File: src/design/adcs_pkg.sv
package adcs_pkg;
   // register offsets
   localparam logic [3:0] ADDR_CTRL_A = 4'h0;
   localparam logic [3:0] ADDR_CTRL_B = 4'h1;
   localparam logic [3:0] ADDR_PIN_LO = 4'h2;
   localparam logic [3:0] ADDR_PIN_HI = 4'h3;
   localparam logic [3:0] ADDR_RES_LO = 4'h4;
   localparam logic [3:0] ADDR_RES_HI = 4'h5;
   localparam logic [3:0] ADDR_IRQ_EN = 4'h6;
   localparam logic [3:0] ADDR_IRQ_STAT = 4'h7;
   localparam logic [3:0] ADDR_IRQ_MASK = 4'h8;
   // field positions
   localparam int CA_START_BIT = 7;
   localparam int CA_BUSY_BIT = 6;
   localparam int CA_POFF_BIT = 5;
   localparam int CB_CH4_BIT = 7;
   localparam int IE_GLOBAL_BIT = 0;
   localparam int IE_CONV_BIT = 1;
   localparam int ST_DONE_BIT = 0;
   // reset values
   localparam logic [7:0] CTRL_A_RST = 8'h20;
   localparam logic [2:0] DIV_SEL_RST = 3'h0;
   localparam logic [11:0] PIN_EN_RST = 12'h000;
   localparam logic [4:0] CHAN_RST = 5'h00;
   // timing and conversion
   localparam logic [2:0] DIV_UNDEF = 3'h7;
   localparam logic [4:0] CONV_TICKS = 5'h10;
   localparam logic [4:0] SAR_FIRST_STEP = 5'h01;
   localparam logic [4:0] SAR_LAST_STEP = 5'h0c;
   localparam logic [4:0] SAR_DONE_STEP = 5'h0f;
   localparam logic [11:0] SAR_MSB_TRIAL = 12'h800;
   localparam logic [11:0] RES_FULL_SCALE = 12'hfff;

   typedef enum logic [1:0] {ST_IDLE, ST_ARMED, ST_CONV} adcs_state_t;
endpackage

File: src/design/adcs_clkdiv.sv
`timescale 1ns/1ps
module adcs_clkdiv
   import adcs_pkg::*;
(
   input wire logic ref_clk,
   input wire logic rst_n,
   input wire logic [2:0] sel,
   input wire logic restart,
   output logic tick
);
   logic [5:0] cnt_ff;
   logic [5:0] nxt_cnt;
   logic tick_ff;
   logic nxt_tick;
   wire [6:0] div_span = 7'h01 << sel;
   wire [5:0] div_last = 6'(div_span - 7'h01);
   wire at_last = (cnt_ff == div_last);

   // code 111 gives no ticks at all, so a conversion simply never ends
   always_comb begin
      nxt_cnt = 6'h00;
      nxt_tick = 1'b0;
      if (!restart && sel != DIV_UNDEF) begin
         nxt_cnt = at_last ? 6'h00 : 6'(cnt_ff + 6'h01);
         nxt_tick = at_last;
      end
   end

   always_ff @(posedge ref_clk) begin
      if (!rst_n) begin
         cnt_ff <= 6'h00;
         tick_ff <= 1'b0;
      end else begin
         cnt_ff <= nxt_cnt;
         tick_ff <= nxt_tick;
      end
   end

   assign tick = tick_ff;

   div_eight_a:
   assert property (@(posedge ref_clk) disable iff (!rst_n)
      (tick && !restart && sel == 3'h3) ##1 (!restart && sel == 3'h3)[*8] |-> tick)
   else $error("divide by eight tick spacing wrong");
endmodule

File: src/design/adcs_sar.sv
`timescale 1ns/1ps
module adcs_sar
   import adcs_pkg::*;
(
   input wire logic ref_clk,
   input wire logic rst_n,
   input wire logic clear,
   input wire logic run,
   input wire logic tick,
   input wire logic cmp_above,
   output logic [12:0] dac_threshold,
   output logic [11:0] result,
   output logic done
);
   logic [4:0] step_ff;
   logic [11:0] trial_ff;
   logic [11:0] nxt_trial;
   logic [11:0] result_ff;
   logic [12:0] dac_ff;
   logic done_ff;
   wire deciding = (step_ff >= SAR_FIRST_STEP) && (step_ff <= SAR_LAST_STEP);
   wire [4:0] bit_idx = 5'(SAR_LAST_STEP - step_ff);
   wire step_go = run && tick;
   // a conversion cleared by power-off in its last tick keeps the previous result
   wire finish = step_go && !clear && (step_ff == SAR_DONE_STEP);

   // one bit decided per conversion clock in steps 1 to 12, the next one tried at once
   always_comb begin
      nxt_trial = trial_ff;
      for (int i = 0; i < 12; i++) begin
         if (deciding && bit_idx == 5'(i)) nxt_trial[i] = cmp_above;
         if (deciding && bit_idx == 5'(i + 1)) nxt_trial[i] = 1'b1;
      end
   end

   always_ff @(posedge ref_clk) begin
      if (!rst_n || clear) begin
         step_ff <= 5'h00;
         trial_ff <= SAR_MSB_TRIAL;
         done_ff <= 1'b0;
      end else begin
         done_ff <= finish;
         if (step_go) begin
            step_ff <= 5'(step_ff + 5'h01);
            trial_ff <= nxt_trial;
         end
      end
   end

   // threshold in half steps: code k switches half a step early, so fff lands 1.5 steps below ref
   always_ff @(posedge ref_clk) begin
      if (!rst_n) begin
         dac_ff <= 13'h0000;
         result_ff <= 12'h000;
      end else begin
         dac_ff <= (step_go ? nxt_trial : trial_ff) == 12'h000 ? 13'h0000 :
                   13'({(step_go ? nxt_trial : trial_ff), 1'b0} - 13'h0001);
         if (finish) result_ff <= trial_ff;
      end
   end

   assign dac_threshold = dac_ff;
   assign result = result_ff;
   assign done = done_ff;
endmodule

File: src/design/adcs_top.sv
// What this block does
// - conversion clock comes from the system clock via a three-bit select field.
// - select codes 000 to 110 divide by 1 to 64; 111 is undefined.
// - converter runs only while power-off is clear; setting it switches circuitry off.
// - five-bit channel select, split over both control registers, routes the input.
// - twelve pin-enable bits in two registers make each pin an analog input.
// - completion interrupt needs both global and converter interrupt enables set.
// - start bit low-high-low; rising edge resets converter, falling edge starts it.
// - busy flag high during conversion, low at completion; result then readable.
// - a conversion lasts sixteen conversion-clock periods; the processor keeps running.
// - result is twelve bits, full scale fff, one step is reference over 4096.
// - code transitions sit half a step early; last one 1.5 steps below reference.
// - interrupt is taken only when enabled and the call stack is not full.
//
// Local design decisions: the address map and the strobed register port.
`timescale 1ns/1ps
module adcs_top
   import adcs_pkg::*;
(
   input wire logic ref_clk,
   input wire logic rst_n,
   input wire logic [3:0] reg_addr,
   input wire logic [7:0] reg_wdata,
   input wire logic reg_wr,
   input wire logic reg_rd,
   output logic [7:0] reg_rdata,
   input wire logic cmp_above,
   input wire logic stack_full,
   output logic [12:0] dac_threshold,
   output logic sample_hold,
   output logic converter_power_off,
   output logic [4:0] input_channel_sel,
   output logic [11:0] analog_pin_enables,
   output logic conv_busy_flag,
   output logic irq
);
   import adcs_pkg::*;

   // software-visible state
   logic start_ff;
   logic poff_ff;
   logic busy_ff;
   logic [4:0] chan_ff;
   logic [2:0] div_sel_ff;
   logic [11:0] pin_en_ff;
   logic [1:0] irq_en_ff;
   logic status_ff;
   logic mask_ff;
   logic [7:0] rdata_ff;
   logic irq_ff;
   logic sample_ff;
   adcs_state_t st_ff;
   adcs_state_t nxt_st;
   logic nxt_busy;
   logic nxt_status;
   logic nxt_irq;

   // helper count of conversion clocks seen by the running conversion
   logic [4:0] run_ticks_ff;

   // converter datapath
   logic conv_tick;
   logic sar_done;
   logic [11:0] sar_result;
   logic [12:0] sar_dac;

   // write decode and status read decode
   wire wr_ctrl_a = reg_wr && (reg_addr == ADDR_CTRL_A);
   wire wr_ctrl_b = reg_wr && (reg_addr == ADDR_CTRL_B);
   wire wr_pin_lo = reg_wr && (reg_addr == ADDR_PIN_LO);
   wire wr_pin_hi = reg_wr && (reg_addr == ADDR_PIN_HI);
   wire wr_irq_en = reg_wr && (reg_addr == ADDR_IRQ_EN);
   wire wr_mask = reg_wr && (reg_addr == ADDR_IRQ_MASK);
   wire rd_status = reg_rd && (reg_addr == ADDR_IRQ_STAT);

   // start bit edges are seen on the write that changes it
   wire start_new = reg_wdata[CA_START_BIT];
   wire start_rise = wr_ctrl_a && start_new && !start_ff;
   wire start_fall = wr_ctrl_a && !start_new && start_ff;

   // the power-off bit takes effect in the same cycle it is written
   wire poff_next = wr_ctrl_a ? reg_wdata[CA_POFF_BIT] : poff_ff;

   wire in_conv = (st_ff == ST_CONV);
   // power-off clears the converter at once so no late completion slips out
   wire sar_clear = (st_ff != ST_CONV) || poff_next;
   wire global_en = irq_en_ff[IE_GLOBAL_BIT];
   wire conv_en = irq_en_ff[IE_CONV_BIT];

   // conversion sequencing
   always_comb begin
      nxt_st = st_ff;
      unique case (st_ff)
         ST_IDLE: begin
            if (start_rise) nxt_st = ST_ARMED;
         end
         ST_ARMED: begin
            if (start_fall) nxt_st = ST_CONV;
         end
         ST_CONV: begin
            if (start_rise) nxt_st = ST_ARMED;
            else if (sar_done) nxt_st = ST_IDLE;
         end
      endcase
      if (poff_next) nxt_st = ST_IDLE;
   end

   // busy rises with the start edge so a poll right after starting never sees a stale low
   always_comb begin
      nxt_busy = busy_ff;
      if (start_rise) nxt_busy = 1'b1;
      if (in_conv && sar_done && !start_rise) nxt_busy = 1'b0;
      if (poff_next) nxt_busy = 1'b0;
   end

   // a completion in the same cycle as the clearing read still sets the flag
   always_comb begin
      nxt_status = status_ff;
      if (rd_status) nxt_status = 1'b0;
      if (in_conv && sar_done && !start_rise) nxt_status = 1'b1;
   end

   // interrupt level needs both enables, the mask and room on the stack
   always_comb begin
      nxt_irq = status_ff && mask_ff && global_en && conv_en && !stack_full;
   end

   always_ff @(posedge ref_clk) begin
      if (!rst_n) begin
         st_ff <= ST_IDLE;
         busy_ff <= 1'b0;
         status_ff <= 1'b0;
         irq_ff <= 1'b0;
         sample_ff <= 1'b0;
      end else begin
         st_ff <= nxt_st;
         busy_ff <= nxt_busy;
         status_ff <= nxt_status;
         irq_ff <= nxt_irq;
         sample_ff <= (nxt_st == ST_ARMED);
      end
   end

   // control register A: start, power-off, channel low bits
   always_ff @(posedge ref_clk) begin
      if (!rst_n) begin
         start_ff <= CTRL_A_RST[CA_START_BIT];
         poff_ff <= CTRL_A_RST[CA_POFF_BIT];
         chan_ff[3:0] <= CHAN_RST[3:0];
      end else if (wr_ctrl_a) begin
         start_ff <= start_new;
         poff_ff <= reg_wdata[CA_POFF_BIT];
         chan_ff[3:0] <= reg_wdata[3:0];
      end
   end

   // control register B: channel top bit, clock select
   // changing the clock select mid-conversion is allowed but stretches or shortens it
   always_ff @(posedge ref_clk) begin
      if (!rst_n) begin
         chan_ff[4] <= CHAN_RST[4];
         div_sel_ff <= DIV_SEL_RST;
      end else if (wr_ctrl_b) begin
         chan_ff[4] <= reg_wdata[CB_CH4_BIT];
         div_sel_ff <= reg_wdata[2:0];
      end
   end

   // pin enables, low eight and high four
   always_ff @(posedge ref_clk) begin
      if (!rst_n) begin
         pin_en_ff <= PIN_EN_RST;
      end else begin
         if (wr_pin_lo) pin_en_ff[7:0] <= reg_wdata;
         if (wr_pin_hi) pin_en_ff[11:8] <= reg_wdata[3:0];
      end
   end

   // interrupt enables and mask
   always_ff @(posedge ref_clk) begin
      if (!rst_n) begin
         irq_en_ff <= 2'h0;
         mask_ff <= 1'b0;
      end else begin
         if (wr_irq_en) irq_en_ff <= reg_wdata[1:0];
         if (wr_mask) mask_ff <= reg_wdata[ST_DONE_BIT];
      end
   end

   // read mux; unmapped offsets read zero
   logic [7:0] rd_mux;
   always_comb begin
      rd_mux = 8'h00;
      unique case (reg_addr)
         ADDR_CTRL_A: rd_mux = {start_ff, busy_ff, poff_ff, 1'b0, chan_ff[3:0]};
         ADDR_CTRL_B: rd_mux = {chan_ff[4], 4'h0, div_sel_ff};
         ADDR_PIN_LO: rd_mux = pin_en_ff[7:0];
         ADDR_PIN_HI: rd_mux = {4'h0, pin_en_ff[11:8]};
         ADDR_RES_LO: rd_mux = sar_result[7:0];
         ADDR_RES_HI: rd_mux = {4'h0, sar_result[11:8]};
         ADDR_IRQ_EN: rd_mux = {6'h00, irq_en_ff};
         ADDR_IRQ_STAT: rd_mux = {7'h00, status_ff};
         ADDR_IRQ_MASK: rd_mux = {7'h00, mask_ff};
         default: rd_mux = 8'h00;
      endcase
   end

   // read data stands only in the cycle after the strobe
   always_ff @(posedge ref_clk) begin
      if (!rst_n) begin
         rdata_ff <= 8'h00;
      end else begin
         rdata_ff <= reg_rd ? rd_mux : 8'h00;
      end
   end

   always_ff @(posedge ref_clk) begin
      if (!rst_n || sar_clear) begin
         run_ticks_ff <= 5'h00;
      end else if (conv_tick && run_ticks_ff != 5'h1f) begin
         run_ticks_ff <= 5'(run_ticks_ff + 5'h01);
      end
   end

   // the divider restarts on the falling start edge so every conversion has full periods
   adcs_clkdiv u_clkdiv (
      .ref_clk(ref_clk),
      .rst_n(rst_n),
      .sel(div_sel_ff),
      .restart(start_fall),
      .tick(conv_tick)
   );

   adcs_sar u_sar (
      .ref_clk(ref_clk),
      .rst_n(rst_n),
      .clear(sar_clear),
      .run(in_conv),
      .tick(conv_tick),
      .cmp_above(cmp_above),
      .dac_threshold(sar_dac),
      .result(sar_result),
      .done(sar_done)
   );

   assign reg_rdata = rdata_ff;
   assign dac_threshold = sar_dac;
   assign sample_hold = sample_ff;
   assign converter_power_off = poff_ff;
   assign input_channel_sel = chan_ff;
   assign analog_pin_enables = pin_en_ff;
   assign conv_busy_flag = busy_ff;
   assign irq = irq_ff;

   busy_on_rise_a:
   assert property (@(posedge ref_clk) disable iff (!rst_n)
      (start_rise && !poff_next) |=> (busy_ff && st_ff == ST_ARMED && sample_hold))
   else $error("start rising edge did not arm converter");

   busy_drop_a:
   assert property (@(posedge ref_clk) disable iff (!rst_n)
      (in_conv && sar_done && !start_rise) |=> (!busy_ff && st_ff == ST_IDLE))
   else $error("busy flag not cleared at completion");

   conv_length_a:
   assert property (@(posedge ref_clk) disable iff (!rst_n)
      (in_conv && sar_done) |-> (run_ticks_ff == CONV_TICKS))
   else $error("conversion did not last sixteen conversion clocks");

   done_flag_a:
   assert property (@(posedge ref_clk) disable iff (!rst_n)
      (in_conv && sar_done && !start_rise) |=> (status_ff ##1 $past(sar_result) == sar_result))
   else $error("completion did not set request flag");

   irq_gate_a:
   assert property (@(posedge ref_clk) disable iff (!rst_n)
      irq |-> ($past(global_en) && $past(conv_en) && $past(status_ff) && $past(mask_ff)))
   else $error("interrupt raised without both enables");

   irq_stack_a:
   assert property (@(posedge ref_clk) disable iff (!rst_n)
      irq |-> !$past(stack_full))
   else $error("interrupt raised while stack full");

   power_off_a:
   assert property (@(posedge ref_clk) disable iff (!rst_n)
      converter_power_off |-> (!busy_ff && st_ff == ST_IDLE && !sar_done))
   else $error("converter active while powered off");

   abort_restart_a:
   assert property (@(posedge ref_clk) disable iff (!rst_n)
      (in_conv && start_rise && !poff_next) |=> (st_ff == ST_ARMED && busy_ff) ##1 !sar_done)
   else $error("restart during conversion not honoured");

   chan_low_a:
   assert property (@(posedge ref_clk) disable iff (!rst_n)
      wr_ctrl_a |=> (input_channel_sel[3:0] == $past(reg_wdata[3:0])))
   else $error("channel low bits not taken from write");

   chan_top_a:
   assert property (@(posedge ref_clk) disable iff (!rst_n)
      wr_ctrl_b |=> (input_channel_sel[4] == $past(reg_wdata[CB_CH4_BIT])))
   else $error("channel top bit not taken from write");

   pin_low_a:
   assert property (@(posedge ref_clk) disable iff (!rst_n)
      wr_pin_lo |=> (analog_pin_enables[7:0] == $past(reg_wdata)))
   else $error("low pin enables not taken from write");

   pin_high_a:
   assert property (@(posedge ref_clk) disable iff (!rst_n)
      wr_pin_hi |=> (analog_pin_enables[11:8] == $past(reg_wdata[3:0])))
   else $error("high pin enables not taken from write");

   div_select_a:
   assert property (@(posedge ref_clk) disable iff (!rst_n)
      wr_ctrl_b |=> (div_sel_ff == $past(reg_wdata[2:0])))
   else $error("clock select not taken from write");

   undef_still_a:
   assert property (@(posedge ref_clk) disable iff (!rst_n)
      (div_sel_ff == DIV_UNDEF && $past(div_sel_ff) == DIV_UNDEF) |-> !conv_tick)
   else $error("conversion clock runs on undefined select");

   power_bit_a:
   assert property (@(posedge ref_clk) disable iff (!rst_n)
      wr_ctrl_a |=> (converter_power_off == $past(reg_wdata[CA_POFF_BIT])))
   else $error("power-off output not taken from write");

   busy_hold_a:
   assert property (@(posedge ref_clk) disable iff (!rst_n)
      (in_conv && !sar_done) |-> conv_busy_flag)
   else $error("busy flag low while converting");

   sample_drop_a:
   assert property (@(posedge ref_clk) disable iff (!rst_n)
      (st_ff == ST_ARMED && start_fall && !poff_next) |=> (in_conv && !sample_hold))
   else $error("falling start edge did not begin conversion");

   result_hold_a:
   assert property (@(posedge ref_clk) disable iff (!rst_n)
      $changed(sar_result) |-> sar_done)
   else $error("result changed outside completion");

   status_clear_a:
   assert property (@(posedge ref_clk) disable iff (!rst_n)
      (rd_status && !(in_conv && sar_done && !start_rise)) |=> !status_ff)
   else $error("status flag not cleared by read");

   rdata_idle_a:
   assert property (@(posedge ref_clk) disable iff (!rst_n)
      !$past(reg_rd) |-> (reg_rdata == 8'h00))
   else $error("read data not zero outside read cycle");
endmodule

File: config.mk
export PLATFORM = sky130hd
export DESIGN_NAME = adcs_top
export DESIGN_NICKNAME = d
export VERILOG_FILES = /design/src/design/adcs_pkg.sv /design/src/design/adcs_clkdiv.sv /design/src/design/adcs_sar.sv /design/src/design/adcs_top.sv
export SDC_FILE = /design/constraint.sdc
export NUM_CORES = 1
export LEC_CHECK = 0
export BUFFER_PORTS_ARGS = -buffer_cell sky130_fd_sc_hd__buf_4
export CAP_MARGIN = 10
export CORE_MARGIN = 2
export CORE_UTILIZATION = 35
export CTS_CLUSTER_SIZE = 40
export DETAILED_ROUTE_END_ITERATION = 6
export SLEW_MARGIN = 30
export SYNTH_ARGS = -nofsm -noshare
export SYNTH_HDL_FRONTEND = slang
export SYNTH_SLANG_ARGS = --single-unit
export TNS_END_PERCENT = 5
File: constraint.sdc
create_clock -name ref_clk -period 3.33 [get_ports ref_clk]
set_input_delay 0.1665 -clock ref_clk [delete_from_list [all_inputs] [get_ports ref_clk]]
set_output_delay 0.1665 -clock ref_clk [all_outputs]
set_load 0.05 [all_outputs]
### Yosys cells after proc, flatten, opt, wreduce, memory -nomap -nowiden

Index checks and enable logic that the tools add are counted.

| word-level totals | value |
|---|---|
| flip-flop bits (word level) | 89 |
| input port bits | 18 |
| output and inout bits | 42 |
| word-level logic and storage cells | 148 |

| cells by class | value |
|---|---|
| add/subtract/negate cells | 5 |
| order comparisons | 2 |
| equal/unequal tests | 27 |
| shift-type cells | 1 |
| multiplexer cells | 35 |
| bitwise operators | 2 |
| reduce and logical (&&, ||, !) cells | 54 |

Operators with widths:

| kind | number |
|---|---|
| case mux 8 bit (9 select lines) | 1 |
| logical AND 1 bit | 35 |
| == test 5 x 4 -> 1 bit (second input constant) | 6 |
| two-way mux 1 bit | 27 |
| == test 5 x 3 -> 1 bit (second input constant) | 4 |
| == test 4 x 3 -> 1 bit (second input constant) | 4 |
| subtractor 13 x 1 -> 13 bit (second input constant) | 1 |
| logical NOT 12 bit | 1 |
| two-way mux 12 bit | 1 |
| == test 5 x 2 -> 1 bit (second input constant) | 2 |
| two-way mux 2 bit | 5 |
| == test 4 x 2 -> 1 bit (second input constant) | 2 |
| logical NOT 1 bit | 7 |
| adder 6 x 1 -> 6 bit (second input constant) | 1 |
| == test 6 bit | 1 |
| case mux 2 bit (3 select lines) | 1 |
| OR reduction 3 bit | 2 |
| << shifter 1 x 3 -> 6 bit (first input constant) | 1 |
| subtractor 6 x 1 -> 6 bit (second input constant) | 1 |
| adder 5 x 1 -> 5 bit (second input constant) | 1 |
| == test 5 x 1 -> 1 bit (second input constant) | 1 |
| greater-or-equal comparator 5 x 1 -> 1 bit (second input constant) | 1 |
| <= comparator 5 x 4 -> 1 bit (second input constant) | 1 |
| logical NOT 5 bit | 1 |
| other kinds (14) | 18 |

### Logic depth before layout (Yosys ltp)

| logic depth | value |
|---|---|
| depth in word-level cells | 8 |
| depth in mapped cells | 14 |
| gate-level depth less buffers | 11 |

### Cells and area by module

From an unflattened synthesis, not the netlist that was laid out.

| unflattened totals | value |
|---|---|
| cell total of the unflattened synthesis | 519 |
| area, all modules | 4471.8 µm² |

By module, submodules not included:

| module | instances | cells an instance | area each (µm²) | seq. area each (µm²) |
|---|---|---|---|---|
| adcs_sar | 1 | 260 | 2138.3 | 860.8 |
| adcs_top | 1 | 211 | 1894.3 | 780.7 |
| adcs_clkdiv | 1 | 48 | 439.2 | 140.1 |

### Worst setup path before layout

Ideal clock, no wire load.

| timing path | value |
|---|---|
| path type | reg2reg |
| from | register u_sar.step_ff[0] |
| to | register u_sar.dac_ff[3], in the netlist u_sar.dac_threshold[3] |
| arrival | 2.686 ns |
| data required time | 3.206 ns |
| path slack | 0.521 ns |
| cell stages (with the launch flop) | 15 |
| cells stage by stage | dfxtp_1 buf_6 inv_1 ha_1 buf_4 nor3b_1 a41oi_2 nor3_1 or2_2 ha_1 o21ai_2 nor4b_1 a21o_1 buf_6 a21oi_1 |

| between the ends | value |
|---|---|
| cells in the longest elaborated chain, start to end | 8 |
| elaborated cells between the ends (all ways) | 58 |
| classes of those cells | add/sub (2); order compare (2); eq/ne (12); mux (25); reduce/logical (17) |

Ends and longest elaborated chain:

| what | line | text |
|---|---|---|
| start: declaration | adcs_sar.sv:15 | `logic [4:0] step_ff;` |
| start signal: assignment | adcs_sar.sv:44 | `step_ff <= 5'(step_ff + 5'h01);` |
| subtractor 4 x 5 -> 5 bit (tied with other cells) | adcs_sar.sv:22 | `wire [4:0] bit_idx = 5'(SAR_LAST_STEP - step_ff);` |
| == test 5 x 1 -> 1 bit (tied with other cells) | adcs_sar.sv:31, adcs_sar.sv:32 |  |
| logical AND 1 bit, on equally long branches | adcs_sar.sv:31, adcs_sar.sv:32 |  |
| two-way mux 1 bit | adcs_sar.sv:31 | `if (deciding && bit_idx == 5'(i)) nxt_trial[i] = cmp_above;` |
| two-way mux 1 bit | adcs_sar.sv:32 | `if (deciding && bit_idx == 5'(i + 1)) nxt_trial[i] = 1'b1;` |
| two-way mux 12 bit * | adcs_sar.sv:56, adcs_sar.sv:57 |  |
| parallel branches: the longest is 2 deep, another holds subtractor 13 x 1 -> 13 bit | - |  |
| end signal: assignment | adcs_sar.sv:56 | `dac_ff <= (step_go ? nxt_trial : trial_ff) == 12'h000 ? 13'h0000 :` |
| end: declaration | adcs_sar.sv:19 | `logic [12:0] dac_ff;` |

Every way passes the cells marked *.
A chain may end at the register's enable or synchronous reset.

### Final worst setup path

Same ends and word-level chain as after synthesis.

==> qor.txt <==
portion of netlist area occupied by mux cells = 0.0945
Most Frequent Cell on Critical Path = buf_4
number of non-filler instances in the completed layout = 729
result of the run = finished clean
nets = 583
drt first-iter violations = 353
share of the synthesized area in the top cell type = 0.402
wire length per cell after detailed routing = 15.5 um
Worst Hold Launch = reg_wdata[4]
worst setup slack for register-to-register paths = 220 ps
Clock Skew = 10.0 ps
buffers plus inverters on the worst setup path = 3
GPL Wtd Cong = 0.942
number of vias after detailed routing = 3,785
worst max-slew margin expressed relative to the limit = 0.575
Worst setup startpoint = u_sar.step_ff[0]
part of the total power dissipated in sequential elements = 0.479
P per Cell Area = 427 nW/um^2
Int Power = 1.74 mW
Synth Flop Type = dfxtp_1
syn_area_per_cell = 8.87 um^2
leakage power figure = 2.24 nW
total of flip-flops plus latches after synthesis = 89
gate family responsible for the most delay along the worst path = compound AO/OA/AOI/OAI gates
Worst-Margin Slew = 634 ps
H-tree lvl count = 3
cells along the critical path = inv_1, ha_1, buf_4, nand2b_4, o32ai_4, a21boi_1, a2111oi_2, and3_1, a21o_1, buf_4, a21oi_1
main area contributors after synthesis = dfxtp_1 40%, mux2i_1 7.7%, nor2_1 7.0%
total global routing overflow = 0
number of search-and-repair iterations in the first detailed-routing pass = 4
CP Data Arrival Time = 3330 ps
DP HPWL = 8320 um
Setup Crit Path Kind = register to register
cell with the largest stage delay on the worst path = a2111oi_2
largest fanout on the critical path = 9
maximum number of buffers from clock root to sink = 2
most area-hungry cell type in the Yosys netlist = dfxtp_1
fin. max-slew vios = 0
post-route ant nets = 0
aggregate negative setup slack = 0 ps
path category of the worst min-delay check = input port to register
maximum number of pins on one net before global-route repair = 41
post-synthesis net count = 530
input/output buffers = 59
maximum vdd ir drop = 0.305 mV
number of hold violations in the final report = 0
power spent charging and discharging nets = 549 uW
Synth-to-Final Area Change = 20.6%
TritonCTS clock tree = built
element type at the critical path end = register
row count = 41
complex-gate fraction of the synthesized area = 0.154
adder-cell share of the synthesized area = 0.0339
area inside the core boundary = 12,500 um^2
Crit path required time = 3550 ps
buffer cell driving the clock tree root = clkbuf_16
cells after synthesis = 500
die outline area = 13,600 um^2
clock latency reported for the late side of the worst-skew pair = 350 ps
antenna violations before repair = 0
Num CTS Buffers = 9
total routing resource utilization after global routing = 0.173
Ys Warns = 0
share of synthesized area occupied by flip-flops and latches = 0.402
largest family of logic cells by synthesized area = simple AND/OR/NAND/NOR gates
area of the mapped netlist = 4440 um^2
source of the worst register-to-register timing path = u_sar.step_ff[0]
critical path's largest stage delay = 490 ps
remaining design rule violation count = 0
height of the die = 117 um
setup repair after global routing missed its margin = no
clock sink count = 89
switching share of total power = 0.240
xor-xnor portion of the synthesized cell area = 0.0336
via count of the first global-routing pass = 3,549
logic gate share of total power = 0.071
initial core utilization = 0.354
Die X-Extent = 117 um
fraction of final layout cells with drive strength greater than 1 = 0.215
I/O pin total = 60
DRT Wirelength = 11,300 um
Antenna Cells = 0
Max-cap violations = 0
final worst path period share = 0.935
via count normalized by instance count = 5.19
placed cells = 713
EDFF count, synth = 0
Synth cell types = 78
CTS clock-pin slew for the worst setup and hold paths = 60 ps
post-layout min period = 3110 ps
startpoint kind of the worst setup timing path = register
count of final setup violators = 0
share of flip-flops with an asynchronous set or reset after synthesis = 0
wire length of the first global-routing pass = 18,100 um
highest attainable clock frequency = 321 MHz
Clock power frac = 0.450
synthesized-area fraction occupied by and/or/nand/nor cells = 0.239
==> flip-flops by register name, indices dropped and copies added (netlist names) <==
name / count
irq: 1
div_sel_ff: 3
sample_hold: 1
converter_power_off: 1
u_sar.done: 1
st_ff: 2
start_ff: 1
conv_busy_flag: 1
u_sar.step_ff: 5
u_sar.dac_threshold: 13
reg_rdata: 8
status_ff: 1
mask_ff: 1
u_clkdiv.cnt_ff: 6
u_sar.trial_ff: 12
u_clkdiv.tick: 1
u_sar.result: 12
analog_pin_enables: 12
irq_en_ff: 2
input_channel_sel: 5
==> per-stage QoR <==
stage	total power [mW]	hold slack (ps)	utilization	setup WS [ps]	instance area (um^2)
after floorplan	1.22	244	-	521	4440
final	2.29	81.1	0.427	217	5350
after CTS	2.31	71.6	0.427	254	5350
after global placement	1.28	332	0.402	388	5030
after global routing	2.38	83.5	0.427	20.9	5350
after detailed placement	1.28	336	0.402	284	5030
==> worst min-delay path, cell delays in order <==
cell and delay (ps):
buf_4 110, nand3_1 60, a21oi_1 50
==> timing repair <==
action / in CTS / in global routing
setup buffers: 0 / 0
setup endpoints to repair: 0 / 7
hold buffers: 1 / 0
hold endpoints to repair: 1 / 0
gates resized for setup: 0 / 1
==> area by class of cell <==
type,count,area (um^2)
Timing Repair Buffer,70,528
Sequential cell,89,1780
Clock buffer,10,239
Clock inverter,5,63.8
Fill cell,1292,7170
Tap cell,172,215
Inverter,15,56.3
Multi-Input combinational cell,368,2470
==> Yosys cell counts (2+ instances only) <==
library cell and number:
nand3_1 25, a32oi_1 3, nor3_1 18, o21ai_0 13, a211oi_1 3, a31oi_1 4
nor3b_1 3, nand4_1 3, o22ai_1 4, and2_1 4, nor4b_1 2, xnor2_1 11
or3_1 2, nand2_1 29, buf_2 4, clkbuf_1 18, mux2i_1 34, a21oi_1 27
ha_1 12, nor4_1 3, buf_6 2, or2_2 5, inv_1 14, or3b_2 2
nor2_1 83, nor2b_1 5, nand3b_1 2, dfxtp_1 89, o2111ai_1 2, a21o_1 3
mux2_2 5, o21a_1 2, and4_1 2, and3_1 8, buf_4 3, o211ai_1 3
o31ai_1 2, xor2_1 6
==> logic make-up after synthesis <==
logic type,Yosys count
buffers and inverters,43
xor gates and xnor gates,17
and+or+nand+nor,209
muxes,40
adders and majority gates,12
DFF,89
AOI/OAI and AO/OA,90
==> layer usage <==
| layer | global-route usage | share of wire |
|---|---|---|
| met3 | 0.0436 | 0.067 |
| met4 | 0.0620 | 0.018 |
| met1 | 0.236 | 0.47 |
| met2 | 0.265 | 0.45 |
| met5 | 0 | 0 |
==> power by group through the flow <==
stage / Combinational, mW / Sequential, mW / Clock (mW)
2_1_floorplan: 0.0682 / 1.15 / 0
3_3_place_gp: 0.158 / 1.12 / 0
3_5_place_dp: 0.161 / 1.12 / 0
4_1_cts: 0.162 / 1.10 / 1.06
5_1_grt: 0.175 / 1.10 / 1.10
6_report: 0.161 / 1.10 / 1.03
==> layout by cell type (no fill, tap or decap), drive strengths merged, types with 11 or more instances in the layout <==
cell type / instances
dfxtp: 89
buf: 69
ha: 12
mux2i: 34
a21oi: 28
inv: 16
o21ai: 15
xnor2: 11
nor2: 84
nand3: 25
nor3: 19
nand2: 29
==> path summary, 6_finish.rpt <==
kind | cells past startpoint | end
setup / recovery | 11 | u_sar.dac_threshold[3]
setup reg to reg | 11 | u_sar.dac_threshold[3]
hold / removal | 3 | analog_pin_enables[4]
hold reg to reg | 2 | analog_pin_enables[6]
No activity file was read; power rests on OpenSTA's default activity.
